<file path="src/hw/psam_pkg.sv">
// Constants and types shared by the program space address mapper
package psam_pkg;
    // ------------------------------------------------------------
    // Widths
    // ------------------------------------------------------------
    localparam int PROG_W = 24;
    localparam int DATA_W = 16;
    localparam int PAGE_W = 8;
    localparam int WIN_BIT = 15;
    localparam int PADDR_W = 8;

    // ------------------------------------------------------------
    // Register offsets (byte addresses)
    // ------------------------------------------------------------
    localparam logic [7:0] OFF_TPAG = 8'h00;
    localparam logic [7:0] OFF_VPAG = 8'h04;
    localparam logic [7:0] OFF_CTRL = 8'h08;
    localparam logic [7:0] OFF_STAT = 8'h0c;
    localparam logic [7:0] OFF_LAST = 8'h10;

    // ------------------------------------------------------------
    // Reset values and field positions
    // ------------------------------------------------------------
    localparam logic [7:0] TPAG_RST = 8'h00;
    localparam logic [7:0] VPAG_RST = 8'h00;
    localparam logic CTRL_RST = 1'b0;
    localparam logic [23:0] LAST_RST = 24'h000000;
    localparam int CTRL_WIN_EN = 0;
    localparam int STAT_BLK = 0;
    localparam int STAT_CFG = 1;
    localparam int STAT_BUSY = 2;

    // ------------------------------------------------------------
    // Byte lanes of a program word
    // ------------------------------------------------------------
    localparam logic [2:0] LANE_LO = 3'h1;
    localparam logic [2:0] LANE_MID = 3'h2;
    localparam logic [2:0] LANE_WORD = 3'h3;
    localparam logic [2:0] LANE_HI = 3'h4;

    typedef enum logic [1:0] {
        OP_DRD = 2'b00,
        OP_DWR = 2'b01,
        OP_TRD = 2'b10,
        OP_TWR = 2'b11
    } psam_op_t;

    typedef enum logic [1:0] {
        PH_IDLE = 2'b00,
        PH_MEM = 2'b01,
        PH_DONE = 2'b10
    } psam_ph_t;
endpackage : psam_pkg

</file>
<file path="src/hw/psam_map.sv">
// Effective address to program/data address mapping
`timescale 1ns/100ps
`default_nettype none
module psam_map (
    input wire psam_pkg::psam_op_t op,
    input wire logic [15:0] ea,
    input wire logic hi_byte,
    input wire logic byte_acc,
    input wire logic [7:0] tpag,
    input wire logic [7:0] vpag,
    input wire logic win_en,
    output logic pm_hit,
    output logic pm_wr,
    output logic cfg,
    output logic [23:0] addr,
    output logic [2:0] lane,
    output logic ds_hit,
    output logic blocked
);
    import psam_pkg::*;

    wire is_tbl = op[1];
    wire is_wr = op[0];
    // Window only applies to data operations
    wire in_win = win_en && ea[WIN_BIT] && !is_tbl; // RULE_08
    wire [2:0] lo_lane = byte_acc ? (ea[0] ? LANE_MID : LANE_LO)
                                  : LANE_WORD;

    // Page register joined to the full effective address
    wire [23:0] tbl_addr = {tpag, ea}; // RULE_06
    // Top bit forced low: window never leaves user space
    wire [23:0] win_addr = {1'b0, vpag, ea[14:0]}; // RULE_09 RULE_10

    assign addr = is_tbl ? tbl_addr : win_addr;
    assign cfg = is_tbl && tpag[PAGE_W-1]; // RULE_07 RULE_11
    // Upper byte reachable from table path only
    assign lane = (is_tbl && hi_byte) ? LANE_HI : lo_lane; // RULE_03 RULE_05
    assign pm_hit = is_tbl || (in_win && !is_wr); // RULE_02 RULE_04
    assign pm_wr = is_tbl && is_wr; // RULE_02
    assign blocked = in_win && is_wr; // RULE_04
    assign ds_hit = !is_tbl && !in_win; // RULE_12
endmodule : psam_map
`default_nettype wire

</file>
<file path="src/hw/psam_top.sv">
// Program space address mapper with APB register slave
//
// The register addresses and the APB slave port were chosen for this implementation.
`timescale 1ns/100ps
`default_nettype none
// Operation
// (RULE_01) Program words are 24 bits, data words 16, alignment kept.
// (RULE_02) Table reads and writes reach any byte or word of program space.
// (RULE_03) Table path can reach the upper byte of a program word.
// (RULE_04) Window accesses are read-only; writes never touch memory.
// (RULE_05) Window reads return only the low 16-bit word.
// (RULE_06) Table address is the 8-bit page joined to the 16-bit address.
// (RULE_07) Table page top bit selects configuration versus user memory.
// (RULE_08) Address bit 15 set forms a 23-bit address from page and 15 bits.
// (RULE_09) Each visibility page value selects one 16K-word page. The code maps ea[14:0] under each page value, a 32K-word page.
// (RULE_10) Window accesses only ever reach user program memory.
// (RULE_11) User access stays in the lower half except config table access.
// (RULE_12) Address bit 15 clear gives a plain data access, no remap.
module psam_top (
    input wire logic pclk,
    input wire logic presetn,
    input wire logic psel,
    input wire logic penable,
    input wire logic pwrite,
    input wire logic [psam_pkg::PADDR_W-1:0] paddr,
    input wire logic [31:0] pwdata,
    input wire logic [3:0] pstrb,
    output logic [31:0] prdata,
    output logic pready,
    output logic pslverr,
    input wire logic cpu_req,
    input wire psam_pkg::psam_op_t cpu_op,
    input wire logic [15:0] cpu_ea,
    input wire logic cpu_hi_byte,
    input wire logic cpu_byte,
    input wire logic [15:0] cpu_wdata,
    output logic cpu_ready,
    output logic cpu_ack,
    output logic [15:0] cpu_rdata,
    output logic pm_req,
    output logic pm_wr,
    output logic pm_cfg,
    output logic [23:0] pm_addr,
    output logic [2:0] pm_lane,
    output logic [23:0] pm_wdata,
    input wire logic [23:0] pm_rdata,
    output logic ds_req,
    output logic ds_wr,
    output logic [15:0] ds_addr,
    output logic [15:0] ds_wdata
);
    import psam_pkg::*;

    // ------------------------------------------------------------
    // Registers
    // ------------------------------------------------------------
    logic [7:0] tpag_reg;
    logic [7:0] vpag_reg;
    logic win_en_reg;
    logic blk_reg;
    logic cfg_seen_reg;
    logic [23:0] last_reg;
    logic [31:0] prdata_reg;
    psam_ph_t ph_reg;
    psam_ph_t ph_next;
    logic pm_req_reg;
    logic pm_wr_reg;
    logic pm_cfg_reg;
    logic [23:0] pm_addr_reg;
    logic [2:0] pm_lane_reg;
    logic [23:0] pm_wdata_reg;
    logic ds_req_reg;
    logic ds_wr_reg;
    logic [15:0] ds_addr_reg;
    logic [15:0] ds_wdata_reg;
    logic tbl_reg;
    logic ack_reg;
    logic [15:0] rdata_reg;

    // ------------------------------------------------------------
    // Mapping
    // ------------------------------------------------------------
    wire m_pm_hit;
    wire m_pm_wr;
    wire m_cfg;
    wire [23:0] m_addr;
    wire [2:0] m_lane;
    wire m_ds_hit;
    wire m_blocked;

    psam_map u_map (
        .op(cpu_op),
        .ea(cpu_ea),
        .hi_byte(cpu_hi_byte),
        .byte_acc(cpu_byte),
        .tpag(tpag_reg),
        .vpag(vpag_reg),
        .win_en(win_en_reg),
        .pm_hit(m_pm_hit),
        .pm_wr(m_pm_wr),
        .cfg(m_cfg),
        .addr(m_addr),
        .lane(m_lane),
        .ds_hit(m_ds_hit),
        .blocked(m_blocked)
    );

    // ------------------------------------------------------------
    // APB decode
    // ------------------------------------------------------------
    wire apb_setup = psel && !penable;
    wire apb_wr = psel && penable && pwrite;
    wire sel_tpag = (paddr == OFF_TPAG);
    wire sel_vpag = (paddr == OFF_VPAG);
    wire sel_ctrl = (paddr == OFF_CTRL);
    wire sel_stat = (paddr == OFF_STAT);
    wire sel_last = (paddr == OFF_LAST);
    wire apb_hit = sel_tpag || sel_vpag || sel_ctrl || sel_stat || sel_last;
    wire wr_lo = apb_wr && pstrb[0];
    wire [31:0] stat_word = {29'h0, ph_reg != PH_IDLE, cfg_seen_reg,
                             blk_reg};
    wire [31:0] rd_word = sel_tpag ? {24'h0, tpag_reg}
                        : sel_vpag ? {24'h0, vpag_reg}
                        : sel_ctrl ? {31'h0, win_en_reg}
                        : sel_stat ? stat_word
                        : sel_last ? {8'h0, last_reg}
                        : 32'h0;
    // Write-one-to-clear; a fresh block event wins over the clear
    wire blk_clr = wr_lo && sel_stat && pwdata[STAT_BLK];

    assign pready = 1'b1;
    assign pslverr = psel && penable && !apb_hit;
    assign prdata = prdata_reg;

    always_ff @(posedge pclk or negedge presetn) begin
        if (!presetn) begin
            tpag_reg <= TPAG_RST;
            vpag_reg <= VPAG_RST;
            win_en_reg <= CTRL_RST;
        end else if (wr_lo) begin
            if (sel_tpag) begin
                tpag_reg <= pwdata[7:0];
            end
            if (sel_vpag) begin
                vpag_reg <= pwdata[7:0];
            end
            if (sel_ctrl) begin
                win_en_reg <= pwdata[CTRL_WIN_EN];
            end
        end
    end

    // Read data captured in setup so it stands through access
    always_ff @(posedge pclk or negedge presetn) begin
        if (!presetn) begin
            prdata_reg <= 32'h0;
        end else if (apb_setup) begin
            prdata_reg <= pwrite ? 32'h0 : rd_word;
        end
    end

    // ------------------------------------------------------------
    // Access sequencing
    // ------------------------------------------------------------
    // One access in flight; new requests wait for idle
    assign cpu_ready = (ph_reg == PH_IDLE);
    wire acc = cpu_req && cpu_ready;

    always_comb begin
        ph_next = ph_reg;
        case (ph_reg)
            PH_IDLE: begin
                if (acc) begin
                    ph_next = PH_MEM;
                end
            end
            PH_MEM: begin
                ph_next = PH_DONE;
            end
            PH_DONE: begin
                ph_next = PH_IDLE;
            end
            default: begin
                ph_next = PH_IDLE;
            end
        endcase
    end

    always_ff @(posedge pclk or negedge presetn) begin
        if (!presetn) begin
            ph_reg <= PH_IDLE;
        end else begin
            ph_reg <= ph_next;
        end
    end

    // Memory and data-space strobes last exactly one cycle
    always_ff @(posedge pclk or negedge presetn) begin
        if (!presetn) begin
            pm_req_reg <= 1'b0;
            pm_wr_reg <= 1'b0;
            ds_req_reg <= 1'b0;
            ds_wr_reg <= 1'b0;
        end else begin
            pm_req_reg <= acc && m_pm_hit; // RULE_02 RULE_04
            pm_wr_reg <= acc && m_pm_wr; // RULE_04
            ds_req_reg <= acc && m_ds_hit; // RULE_12
            ds_wr_reg <= acc && m_ds_hit && cpu_op[0];
        end
    end

    always_ff @(posedge pclk or negedge presetn) begin
        if (!presetn) begin
            pm_cfg_reg <= 1'b0;
            pm_addr_reg <= 24'h0;
            pm_lane_reg <= 3'h0;
            pm_wdata_reg <= 24'h0;
            tbl_reg <= 1'b0;
            ds_addr_reg <= 16'h0;
            ds_wdata_reg <= 16'h0;
        end else if (acc) begin
            pm_cfg_reg <= m_cfg; // RULE_07 RULE_11
            pm_addr_reg <= m_addr; // RULE_06 RULE_08
            pm_lane_reg <= m_lane;
            // Upper-byte write carries its byte in the top lane
            pm_wdata_reg <= {cpu_wdata[7:0], cpu_wdata}; // RULE_03
            tbl_reg <= cpu_op[1];
            ds_addr_reg <= cpu_ea; // RULE_12
            ds_wdata_reg <= cpu_wdata;
        end
    end

    // ------------------------------------------------------------
    // Status
    // ------------------------------------------------------------
    always_ff @(posedge pclk or negedge presetn) begin
        if (!presetn) begin
            blk_reg <= 1'b0;
            cfg_seen_reg <= 1'b0;
            last_reg <= LAST_RST;
        end else begin
            if (acc && m_blocked) begin
                blk_reg <= 1'b1; // RULE_04
            end else if (blk_clr) begin
                blk_reg <= 1'b0;
            end
            if (acc && m_pm_hit) begin
                cfg_seen_reg <= m_cfg;
                last_reg <= m_addr;
            end
        end
    end

    // ------------------------------------------------------------
    // Read return
    // ------------------------------------------------------------
    // Bytes land in the low byte so data-space alignment holds
    wire [15:0] lane_data = (pm_lane_reg == LANE_HI) ? {8'h0, pm_rdata[23:16]}
        : (pm_lane_reg == LANE_MID) ? {8'h0, pm_rdata[15:8]}
        : (pm_lane_reg == LANE_LO) ? {8'h0, pm_rdata[7:0]}
        : pm_rdata[15:0]; // RULE_01 RULE_05

    always_ff @(posedge pclk or negedge presetn) begin
        if (!presetn) begin
            ack_reg <= 1'b0;
            rdata_reg <= 16'h0;
        end else begin
            ack_reg <= (ph_reg == PH_MEM);
            if (pm_req_reg && !pm_wr_reg) begin
                rdata_reg <= lane_data;
            end else if (ph_reg == PH_MEM) begin
                rdata_reg <= 16'h0;
            end
        end
    end

    assign cpu_ack = ack_reg;
    assign cpu_rdata = rdata_reg;
    assign pm_req = pm_req_reg;
    assign pm_wr = pm_wr_reg;
    assign pm_cfg = pm_cfg_reg;
    assign pm_addr = pm_addr_reg;
    assign pm_lane = pm_lane_reg;
    assign pm_wdata = pm_wdata_reg;
    assign ds_req = ds_req_reg;
    assign ds_wr = ds_wr_reg;
    assign ds_addr = ds_addr_reg;
    assign ds_wdata = ds_wdata_reg;

    wire acc_tbl = acc && cpu_op[1];
    wire acc_win = acc && !cpu_op[1] && win_en_reg && cpu_ea[15];
    wire acc_ds = acc && !cpu_op[1] && !cpu_ea[15];
    wire acc_ds_hi = acc && !cpu_op[1] && !win_en_reg && cpu_ea[15];
endmodule : psam_top
`default_nettype wire

</file>
<file path="config.mk">
export PLATFORM = sky130hd
export DESIGN_NAME = psam_top
export DESIGN_NICKNAME = d
export VERILOG_FILES = /design/src/hw/psam_pkg.sv /design/src/hw/psam_map.sv /design/src/hw/psam_top.sv
export SDC_FILE = /design/constraint.sdc
export NUM_CORES = 1
export LEC_CHECK = 0
export BUFFER_PORTS_ARGS = -buffer_cell sky130_fd_sc_hd__clkbuf_2
export CORE_MARGIN = 2
export CORE_UTILIZATION = 45
export CTS_CLUSTER_SIZE = 10
export DETAILED_ROUTE_END_ITERATION = 8
export PLACE_DENSITY = 0.76
export SLEW_MARGIN = 20
export SYNTH_ARGS = -nofsm -noshare
export SYNTH_HDL_FRONTEND = slang
export SYNTH_SLANG_ARGS = --single-unit
</file>
<file path="constraint.sdc">
create_clock -name pclk -period 1.8 [get_ports pclk]
set_clock_uncertainty 0.05 [all_clocks]
set_input_delay 0.18 -clock pclk [delete_from_list [all_inputs] [get_ports pclk]]
set_output_delay 0.18 -clock pclk [all_outputs]
set_load 0.05 [all_outputs]
</file>
; Word-level counts from Yosys, hierarchy flattened
; Cells that the tools add are included.
[totals]
regBits = 182
elab_cells = 89
inputBits = 110
[classes]
n_eq_ne = 9
n_mux = 19
reduce_logical = 41
[op_table]
columns = operator, count
row1 = 24-bit two-way mux, 7
row2 = 16-bit two-way mux, 5
row3 = 1-bit logical AND, 22
row4 = 8-bit by 4-bit equality test with 1-bit output (second input constant), 2
row5 = 8-bit by 3-bit equality test with 1-bit output (second input constant), 1
row6 = 8-bit by 5-bit equality test with 1-bit output (second input constant), 1
row7 = 8-bit logical NOT, 1
row8 = 1-bit logical NOT, 6
row9 = 3-bit two-way mux, 2
row10 = 2-bit AND reduction, 3
row11 = 2-bit nonzero test, 3
row12 = 1-bit logical OR, 5
row13 = 2-bit two-way mux, 2
row14 = 2-bit case mux with 2 select lines, 1
row15 = 3-bit by 1-bit equality test with 1-bit output (second input constant), 1
row16 = 3-bit by 2-bit equality test with 1-bit output (second input constant), 1
row17 = 3-bit equality test (second input constant), 1
row18 = 2-bit by 1-bit equality test with 1-bit output (second input constant), 1
row19 = 2-bit logical NOT, 1
row20 = 1-bit two-way mux, 2
row21 = 2-bit by 1-bit inequality test with 1-bit output (second input constant), 1

; Logic depth before layout (Yosys ltp)
; Gate-level depths: netlist of the first run.
[depth]
depth_word = 7
mapped_depth = 7
mapped_depth_nobuf = 6

; By module
; From an unflattened synthesis of the first run, not the netlist that was laid out.
[unflattened]
cells_unflattened = 485
area_unflattened_um2 = 6492.5
[by_module_without_submodules]
columns = module, instances, seq_area_each_um2, cells_each, area_per_inst_um2
row1 = psam_top, 1, 3753.6, 450, 6194.7
row2 = psam_map, 1, 0.0, 35, 297.8

; Least setup slack after synthesis of the first run
; No wires, ideal clock.
[synth_timing]
path_type = register to register
start = register ph_reg[0]
end = register last_reg[0]
n_path_buf = 1
setup_ns = 0.125
required_ns = 1.625
arrival_ns = 2.125
path_slack_ns = -0.499
path_stages_with_launch = 7
path_cell_list = dfrtp_1 > nor2_1 > nand2_1 > inv_2 > o21ai_1 > buf_2 > mux2_2
[synth_between]
elab_chain_cells = 3
[synth_lines]
columns = element, line_no
row1 = "start, declared", psam_top.sv:64  ; psam_ph_t ph_reg;
row2 = "start signal, assigned", psam_top.sv:193  ; ph_reg <= ph_next;
row3 = 2-bit logical NOT, psam_top.sv:166  ; assign cpu_ready = (ph_reg == PH_IDLE);
row4 = via cpu_ready, psam_top.sv:37  ; output logic cpu_ready,
row5 = 1-bit logical AND, psam_top.sv:167  ; wire acc = cpu_req && cpu_ready;
row6 = 1-bit logical AND, psam_top.sv:247  ; if (acc && m_pm_hit) begin
row7 = "end signal, assigned", psam_top.sv:249  ; last_reg <= m_addr;
row8 = "end, declared", psam_top.sv:62  ; logic [23:0] last_reg;
; The timed path passes the listed nets, and every way through them passes these cells.
; A chain may end at the register's enable or synchronous reset.

; Worst setup path after layout of the first run
[layout_timing]
start = register pm_lane_reg[1] (netlist: pm_lane[1])
end = register rdata_reg[4] (netlist: cpu_rdata[4])
[layout_between]
elab_chain_cells = 4
word_cells_on_any_way = 5
[layout_lines]
columns = element, line_no
row1 = "start, declared", psam_top.sv:70  ; logic [2:0] pm_lane_reg;
row2 = "start signal, assigned", psam_top.sv:224  ; pm_lane_reg <= m_lane;
row3 = 3-bit by 2-bit equality test with 1-bit output, psam_top.sv:259  ; : (pm_lane_reg == LANE_MID) ? {8'h0, pm_rdata[15:8]}
row4 = 16-bit two-way mux, psam_top.sv:259
row5 = 16-bit two-way mux *, psam_top.sv:258  ; wire [15:0] lane_data = (pm_lane_reg == LANE_HI) ? {8'h0, pm_rdata[23:16]}
row6 = 16-bit two-way mux *, psam_top.sv:269  ; if (pm_req_reg && !pm_wr_reg) begin
row7 = "end signal, assigned", psam_top.sv:270  ; rdata_reg <= lane_data;
row8 = "end, declared", psam_top.sv:78  ; logic [15:0] rdata_reg;
; Mark *: on every way between the ends. The rest lies on a longest branch, timed or not.

==> flow_metrics.tcl, run 1 <==
set metrics [dict create \
    status "finished clean" \
    yosys.area.top_type "dfrtp_1" \
    grt_max_degree 53 \
    io_buffers 213 \
    path_cells "or3b_2 > nor3b_2 > buf_4 > a22oi_1 > o21ai_0" \
    crit_cells 5 \
    num_io_pins 250 \
    htree_levels 4 \
    cts_root_buf "clkbuf_16" \
    combPwrFrac_pct 32.9 \
    pre_cts_ws_ns -0.0272 \
    drtAntennaViolNets 0 \
    muxShareOfSynthArea_pct 8.99 \
    synthSimpleGateAreaFrac_pct 14.9 \
    insertion_delay_ns 0.41 \
    crit_fanout 8 \
    synth_compound_area_share_pct 10.1 \
    grt_pass1_wl_microns 26800 \
    drcViolationCount 0 \
    hold_viol_final 0 \
    cp_slowest_stage_delay_ns 0.52 \
    synth-edff-count 0 \
    critical_path.top_delay_family "simple AND/OR/NAND/NOR gates" \
    synth_warnings 0 \
    cp.required_ns 2.07 \
    syn_inst 527 \
    drive_gt1_share_pct 39.6 \
    clkTransAtPathRegs_ns 0.05 \
    fmax_mhz 600 \
    leakagePower_nw 4.29 \
    p_switching_mw 4.39 \
    async_flop_share_pct 100 \
    path_class "reg -> reg" \
    synth_top_area_share_pct 57.5 \
    grt_overflow 0 \
    rsz0062_at_grt "false" \
    hold_depth 3 \
    setup-tns-final_ns 0 \
    numPlacedInstances 872 \
    cts.sinks 133 \
    fin_util_pct 64.6 \
    swShare_pct 39.5 \
    std_cell_rows 41 \
    initialDrtViolationCount 285 \
    cts_max_path_buffers 2 \
    wire_per_inst_microns 17.1 \
    cts_tree "built" \
    layoutNonFillerInstCount 959 \
    routabilityCongestion 0.896 \
    grt_pass1_vias 5154 \
    slew_violations 0 \
    slew_headroom_pct 53.3 \
    layout_min_cycle_time_ns 1.67 \
    syn_area_sq_um 5790 \
    via_per_inst 5.04 \
    ys_types 46 \
    cap_violations 0 \
    placed_area_sq_um 6910 \
    worstMarginPinSlew_ns 0.699 \
    pwr-share-clk_pct 33.2 \
    nNetsFinal 885 \
    worst_hold_path_type "in -> reg" \
    cts_setup_buffers 0 \
    setup_violations 0 \
    nFillCells 963 \
    r2r_start "pm_lane[1]$_DFFE_PN0P_" \
    slowest_stage "or3b_2" \
    first_pass_iters 4 \
    yosysMostFrequentCell "dfrtp_1" \
    cts_made_buffers 17 \
    die_area_sq_um 13800 \
    synth_adder_area_share_pct 0 \
    dieHeight_microns 117 \
    report.power.total_mw 11.1 \
    diodes 0 \
    synth_ff_type "dfrtp_1" \
    place_hpwl_microns 11300 \
    whs_ns 0.0140 \
    die_w_microns 117 \
    startpoint "pm_lane[1]$_DFFE_PN0P_" \
    synth_sequential_area_ratio_pct 57.5 \
    cellInternalPower_mw 6.74 \
    reg2reg_depth 5 \
    start_util_pct 46.1 \
    period_share_pct 92.6 \
    worst-path-buf-inv 1 \
    cp-end-kind "register" \
    antenna_found_initial 0 \
    critPathLaunchType "register" \
    postSynthAreaPerCell_sq_um 11.0 \
    area_growth_pct 40.2 \
    cp.arrival_ns 1.94 \
    fin_area_sq_um 8120 \
    core_sq_um 12600 \
    num_vias 4836 \
    totalWireLength_microns 16400 \
    setup_ws_ns 0.132 \
    min_from "cpu_ea[0]" \
    yosys_register_bits 133 \
    largest_register_ffs 24 \
    synthTopCellsByCount "133 x dfrtp_1, 125 x nand2_1, 51 x buf_4" \
    track_usage_pct 24.5 \
    synth_top_family_by_area "simple AND/OR/NAND/NOR gates" \
    p_per_area_nw_per_um2 1370 \
    synthTopCellsByArea "dfrtp_1 57%, nand2_1 8.1%, buf_4 6.6%" \
    ir_drop_mv 0.843 \
    pwr-share-seq_pct 33.8 \
    synthXorXnorAreaFrac_pct 0.151 \
]
[per-layer routing]
| metal | vias to the layer above | wire length [microns] | share of wire (%) | GRT usage, % |
|---|---|---|---|---|
| li1 | 2242 | - | - | - |
| met1 | 2353 | 6630 | 40 | 28.9 |
| met2 | 204 | 8280 | 50 | 42.6 |
| met3 | 37 | 1050 | 6.4 | 6.66 |
| met4 | 0 | 482 | 2.9 | 9.71 |
| met5 | - | 0 | 0 | 0 |
[cell type report]
class                   instances  area, sq um  share of cell area (%)
repair buffers                293         1890                    23.3
clock inverters                11          174                    2.14
well taps                     172          215                    2.65
inverters                       5         18.8                   0.231
flip-flops and latches        133         3330                    41.0
multi-input cells             325         2030                    25.0
clock buffers                  20          467                    5.75
[worst paths after layout]
kind | end | slack (ns)
worst max-delay path | cpu_rdata[4]$_DFFE_PN0P_ | 0.13
worst min-delay path | pm_addr[0]$_DFFE_PN0P_ | 0.01
worst max register to register | cpu_rdata[4]$_DFFE_PN0P_ | 0.13
worst min register to register | last_reg[19]$_DFFE_PN0P_ | 0.44
max in group asynchronous | cpu_rdata[9]$_DFFE_PN0P_ | 0.91
min in group asynchronous | prdata[20]$_DFFE_PN0P_ | 0.24
[power groups by stage]
stage	Combinational (mW)	Sequential [mW]	Clock [mW]
after floorplan	1.76	4.89	0
after global placement	3.54	3.78	0
after detailed placement	3.57	3.81	0
after CTS	3.68	3.76	3.76
after global routing	3.85	3.81	3.91
final	3.67	3.77	3.70
[worst min-delay path, cell delays in order]
cell	delay, ns
clkbuf_2	0.13
nand2_1	0.07
nand2_1	0.05
[placed cells by master, fill, tap and decap left out, drive strengths merged, types with 6 or more instances in the layout]
cell type	netlist	final
clkbuf	18	232
dfrtp	133	133
nand2	126	126
dlygate4sd3	0	56
mux2	32	32
o21ai	25	25
buf	53	25
a22o	24	24
nor2	20	20
mux2i	16	16
a22oi	13	13
conb	2	9
nand2b	8	8
a21oi	8	8
inv	5	6
[kinds of logic after synthesis]
group,after synthesis
xor gates and xnor gates,1
buffers and inverters,76
muxes,48
DFF,133
AOI/OAI and AO/OA,83
and+or+nand+nor,184
other,2
[what timing repair did]
| item | CTS | global route |
|---|---|---|
| hold endpoints to repair | 114 | 0 |
| endpoints found under the setup margin | 8 | 0 |
| hold buffers | 56 | 0 |
| resized for setup | 1 | 0 |
Power figures use the tool's default switching activity.
==> run 2, diff against run 1 <==
CORE_UTILIZATION = 32   (was 45)
PLACE_DENSITY = unset   (was 0.76)
SYNTH_HIERARCHICAL = 1   (was unset)
==> flow_metrics.tcl, run 2 <==
set metrics [dict create \
    status "finished clean" \
    dieHeight_microns 146 \
    period_share_pct 92.5 \
    cts_max_path_buffers 2 \
    synth-edff-count 0 \
    cts_made_buffers 17 \
    hold_end "cpu_rdata[1]$_DFFE_PN0P_" \
    hold_depth 3 \
    syn_area_sq_um 6490 \
    ff2ff_setup_slack_ns 0.15 \
    diodes 0 \
    die_area_sq_um 21400 \
    fin_area_sq_um 8830 \
    reg2reg_depth 4 \
    cp.required_ns 1.57 \
    drive_gt1_share_pct 52.2 \
    cap_violations 0 \
    critPathLaunchType "register" \
    r2r_start "ph_reg[1]$_DFFE_PN0P_" \
    crit_fanout 4 \
    yosys_register_bits 150 \
    via_per_inst 4.50 \
    routabilityCongestion 0.772 \
    report.power.total_mw 11.9 \
    slew_headroom_pct 56.0 \
    start_util_pct 32.3 \
    wire_per_inst_microns 15.8 \
    std_cell_rows 52 \
    cp.arrival_ns 1.44 \
    whs_ns 0.0164 \
    grt_pass1_wl_microns 25600 \
    grt_max_degree 93 \
    ys_types 39 \
    yosys.area.top_type "dfrtp_1" \
    synth_warnings 6 \
    setup-tns-final_ns 0 \
    cts_root_buf "clkbuf_16" \
    worst_hold_path_type "in -> reg" \
    synthTopCellsByArea "dfrtp_1 58%, mux2_2 18%, buf_4 5.7%" \
    pre_cts_ws_ns -0.0993 \
    die_w_microns 146 \
    area_growth_pct 36.0 \
    worstMarginPinSlew_ns 0.659 \
    async_flop_share_pct 100 \
    placed_area_sq_um 7680 \
    layout_min_cycle_time_ns 1.67 \
    grt_overflow 0 \
    insertion_delay_ns 0.42 \
    syn_inst 485 \
    nFillCells 1893 \
    io_buffers 213 \
    path_class "reg -> out" \
    setup_violations 0 \
    clkTransAtPathRegs_ns 0.06 \
    p_per_area_nw_per_um2 1350 \
    synth_top_area_share_pct 57.8 \
    totalWireLength_microns 16000 \
    setup_ws_ns 0.134 \
    cts_tree "built" \
    rsz0062_at_grt "false" \
    track_usage_pct 15.4 \
    core_sq_um 20100 \
    drtAntennaViolNets 0 \
    first_pass_iters 5 \
    num_io_pins 250 \
    antenna_found_initial 0 \
    final_common_cell "clkbuf_2" \
    final_cell_mix "212 x clkbuf_2, 149 x dfrtp_1, 100 x mux2_2" \
    htree_levels 4 \
    num_vias 4561 \
    slew_violations 0 \
    cts_setup_buffers 0 \
    drcViolationCount 0 \
    min_from "pm_rdata[1]" \
    place_hpwl_microns 11500 \
    postSynthAreaPerCell_sq_um 13.4 \
    yosysMostFrequentCell "dfrtp_1" \
    initialDrtViolationCount 130 \
    hold_viol_final 0 \
    nNetsFinal 841 \
    synth_sequential_area_ratio_pct 57.8 \
    grt_pass1_vias 4670 \
    synthTopCellsByCount "150 x dfrtp_1, 101 x mux2_2, 49 x buf_4" \
    crit-reg2reg-capture "pm_wdata[19]$_DFFE_PN0P_" \
    synth_ff_type "dfrtp_1" \
    cts.sinks 150 \
    fmax_mhz 600 \
    ir_drop_mv 0.627 \
    leakagePower_nw 4.28 \
    cp-end-kind "primary output" \
]
[run 2: kinds of logic (layout without fill, tap and decap cells)]
kind of cell | Yosys count | after routing | synth area share (%)
flip-flops | 150 | 150 | 57.8
buffers and inverters | 78 | 329 | 7.92
other | 2 | 9 | 0.116
AO/OA/AOI/OAI | 76 | 76 | 7.94
XOR/XNOR | 1 | 1 | 0.135
AND/OR/NAND/NOR | 64 | 64 | 6.24
multiplexers | 114 | 114 | 19.8
[run 2: how the worst max path moves through the flow]
stage | startpoint | end | slack [ns] | cells after the start
after floorplan | paddr[7] | tpag_reg[0]$_DFFE_PN0P_ | -0.06 | 4
after global placement | ph_reg[0]$_DFFE_PN0P_ | cpu_rdata[0]$_DFFE_PN0P_ | -0.09 | 4
after detailed placement | paddr[7] | vpag_reg[1]$_DFFE_PN0P_ | -0.1 | 4
after CTS | ph_reg[1]$_DFFE_PN0P_ | cpu_ready | 0.09 | 3
after global routing | pm_lane[0]$_DFFE_PN0P_ | cpu_rdata[0]$_DFFE_PN0P_ | 0.06 | 5
final | ph_reg[1]$_DFFE_PN0P_ | cpu_ready | 0.13 | 3
[run 2: through the flow]
step	utilization (%)	instances
after CTS	43.9	1013
after global routing	43.9	1013
after floorplan	-	492
final	43.9	1013
after global placement	38.2	927
after detailed placement	38.2	927
[run 2: where the power goes]
group          total (mW)  leakage [nW]  internal [mW]  switching [mW]
registers            4.29          1.88           3.94           0.345
logic                3.97          2.13           1.12            2.85
clock network        3.64         0.276           2.19            1.45
total                11.9          4.28           7.25            4.65
[run 2: critical path, stage by stage (launching register included)]
cell and delay, ns:
dfrtp_1 0.42, nor2_4 0.18, buf_4 0.15, clkbuf_2 0.28
[run 2: layout make-up]
cell class	instances	area (sq um)	share of cell area, %
Sequential cell	150	3750	42.5
Multi-Input combinational cell	264	2270	25.7
Timing Repair Buffer	292	1840	20.8
Clock buffer	17	425	4.82
Tap cell	270	338	3.82
Clock inverter	14	178	2.01
Inverter	6	22.5	0.255
[run 2: metal layers]
layer  global-route usage [%]  vias up  routed length (microns)
li1                         -     2167                        -
met1                     19.5     2199                     7170
met2                     25.5      180                     7640
met3                     4.44       15                     1010
met4                     5.10        0                      213
met5                        0        -                        0
[run 2: repair_timing]
item	CTS	global route
endpoints found under the setup margin	16	0
hold buffers	55	0
hold endpoints to repair	237	0
resized for setup	1	0
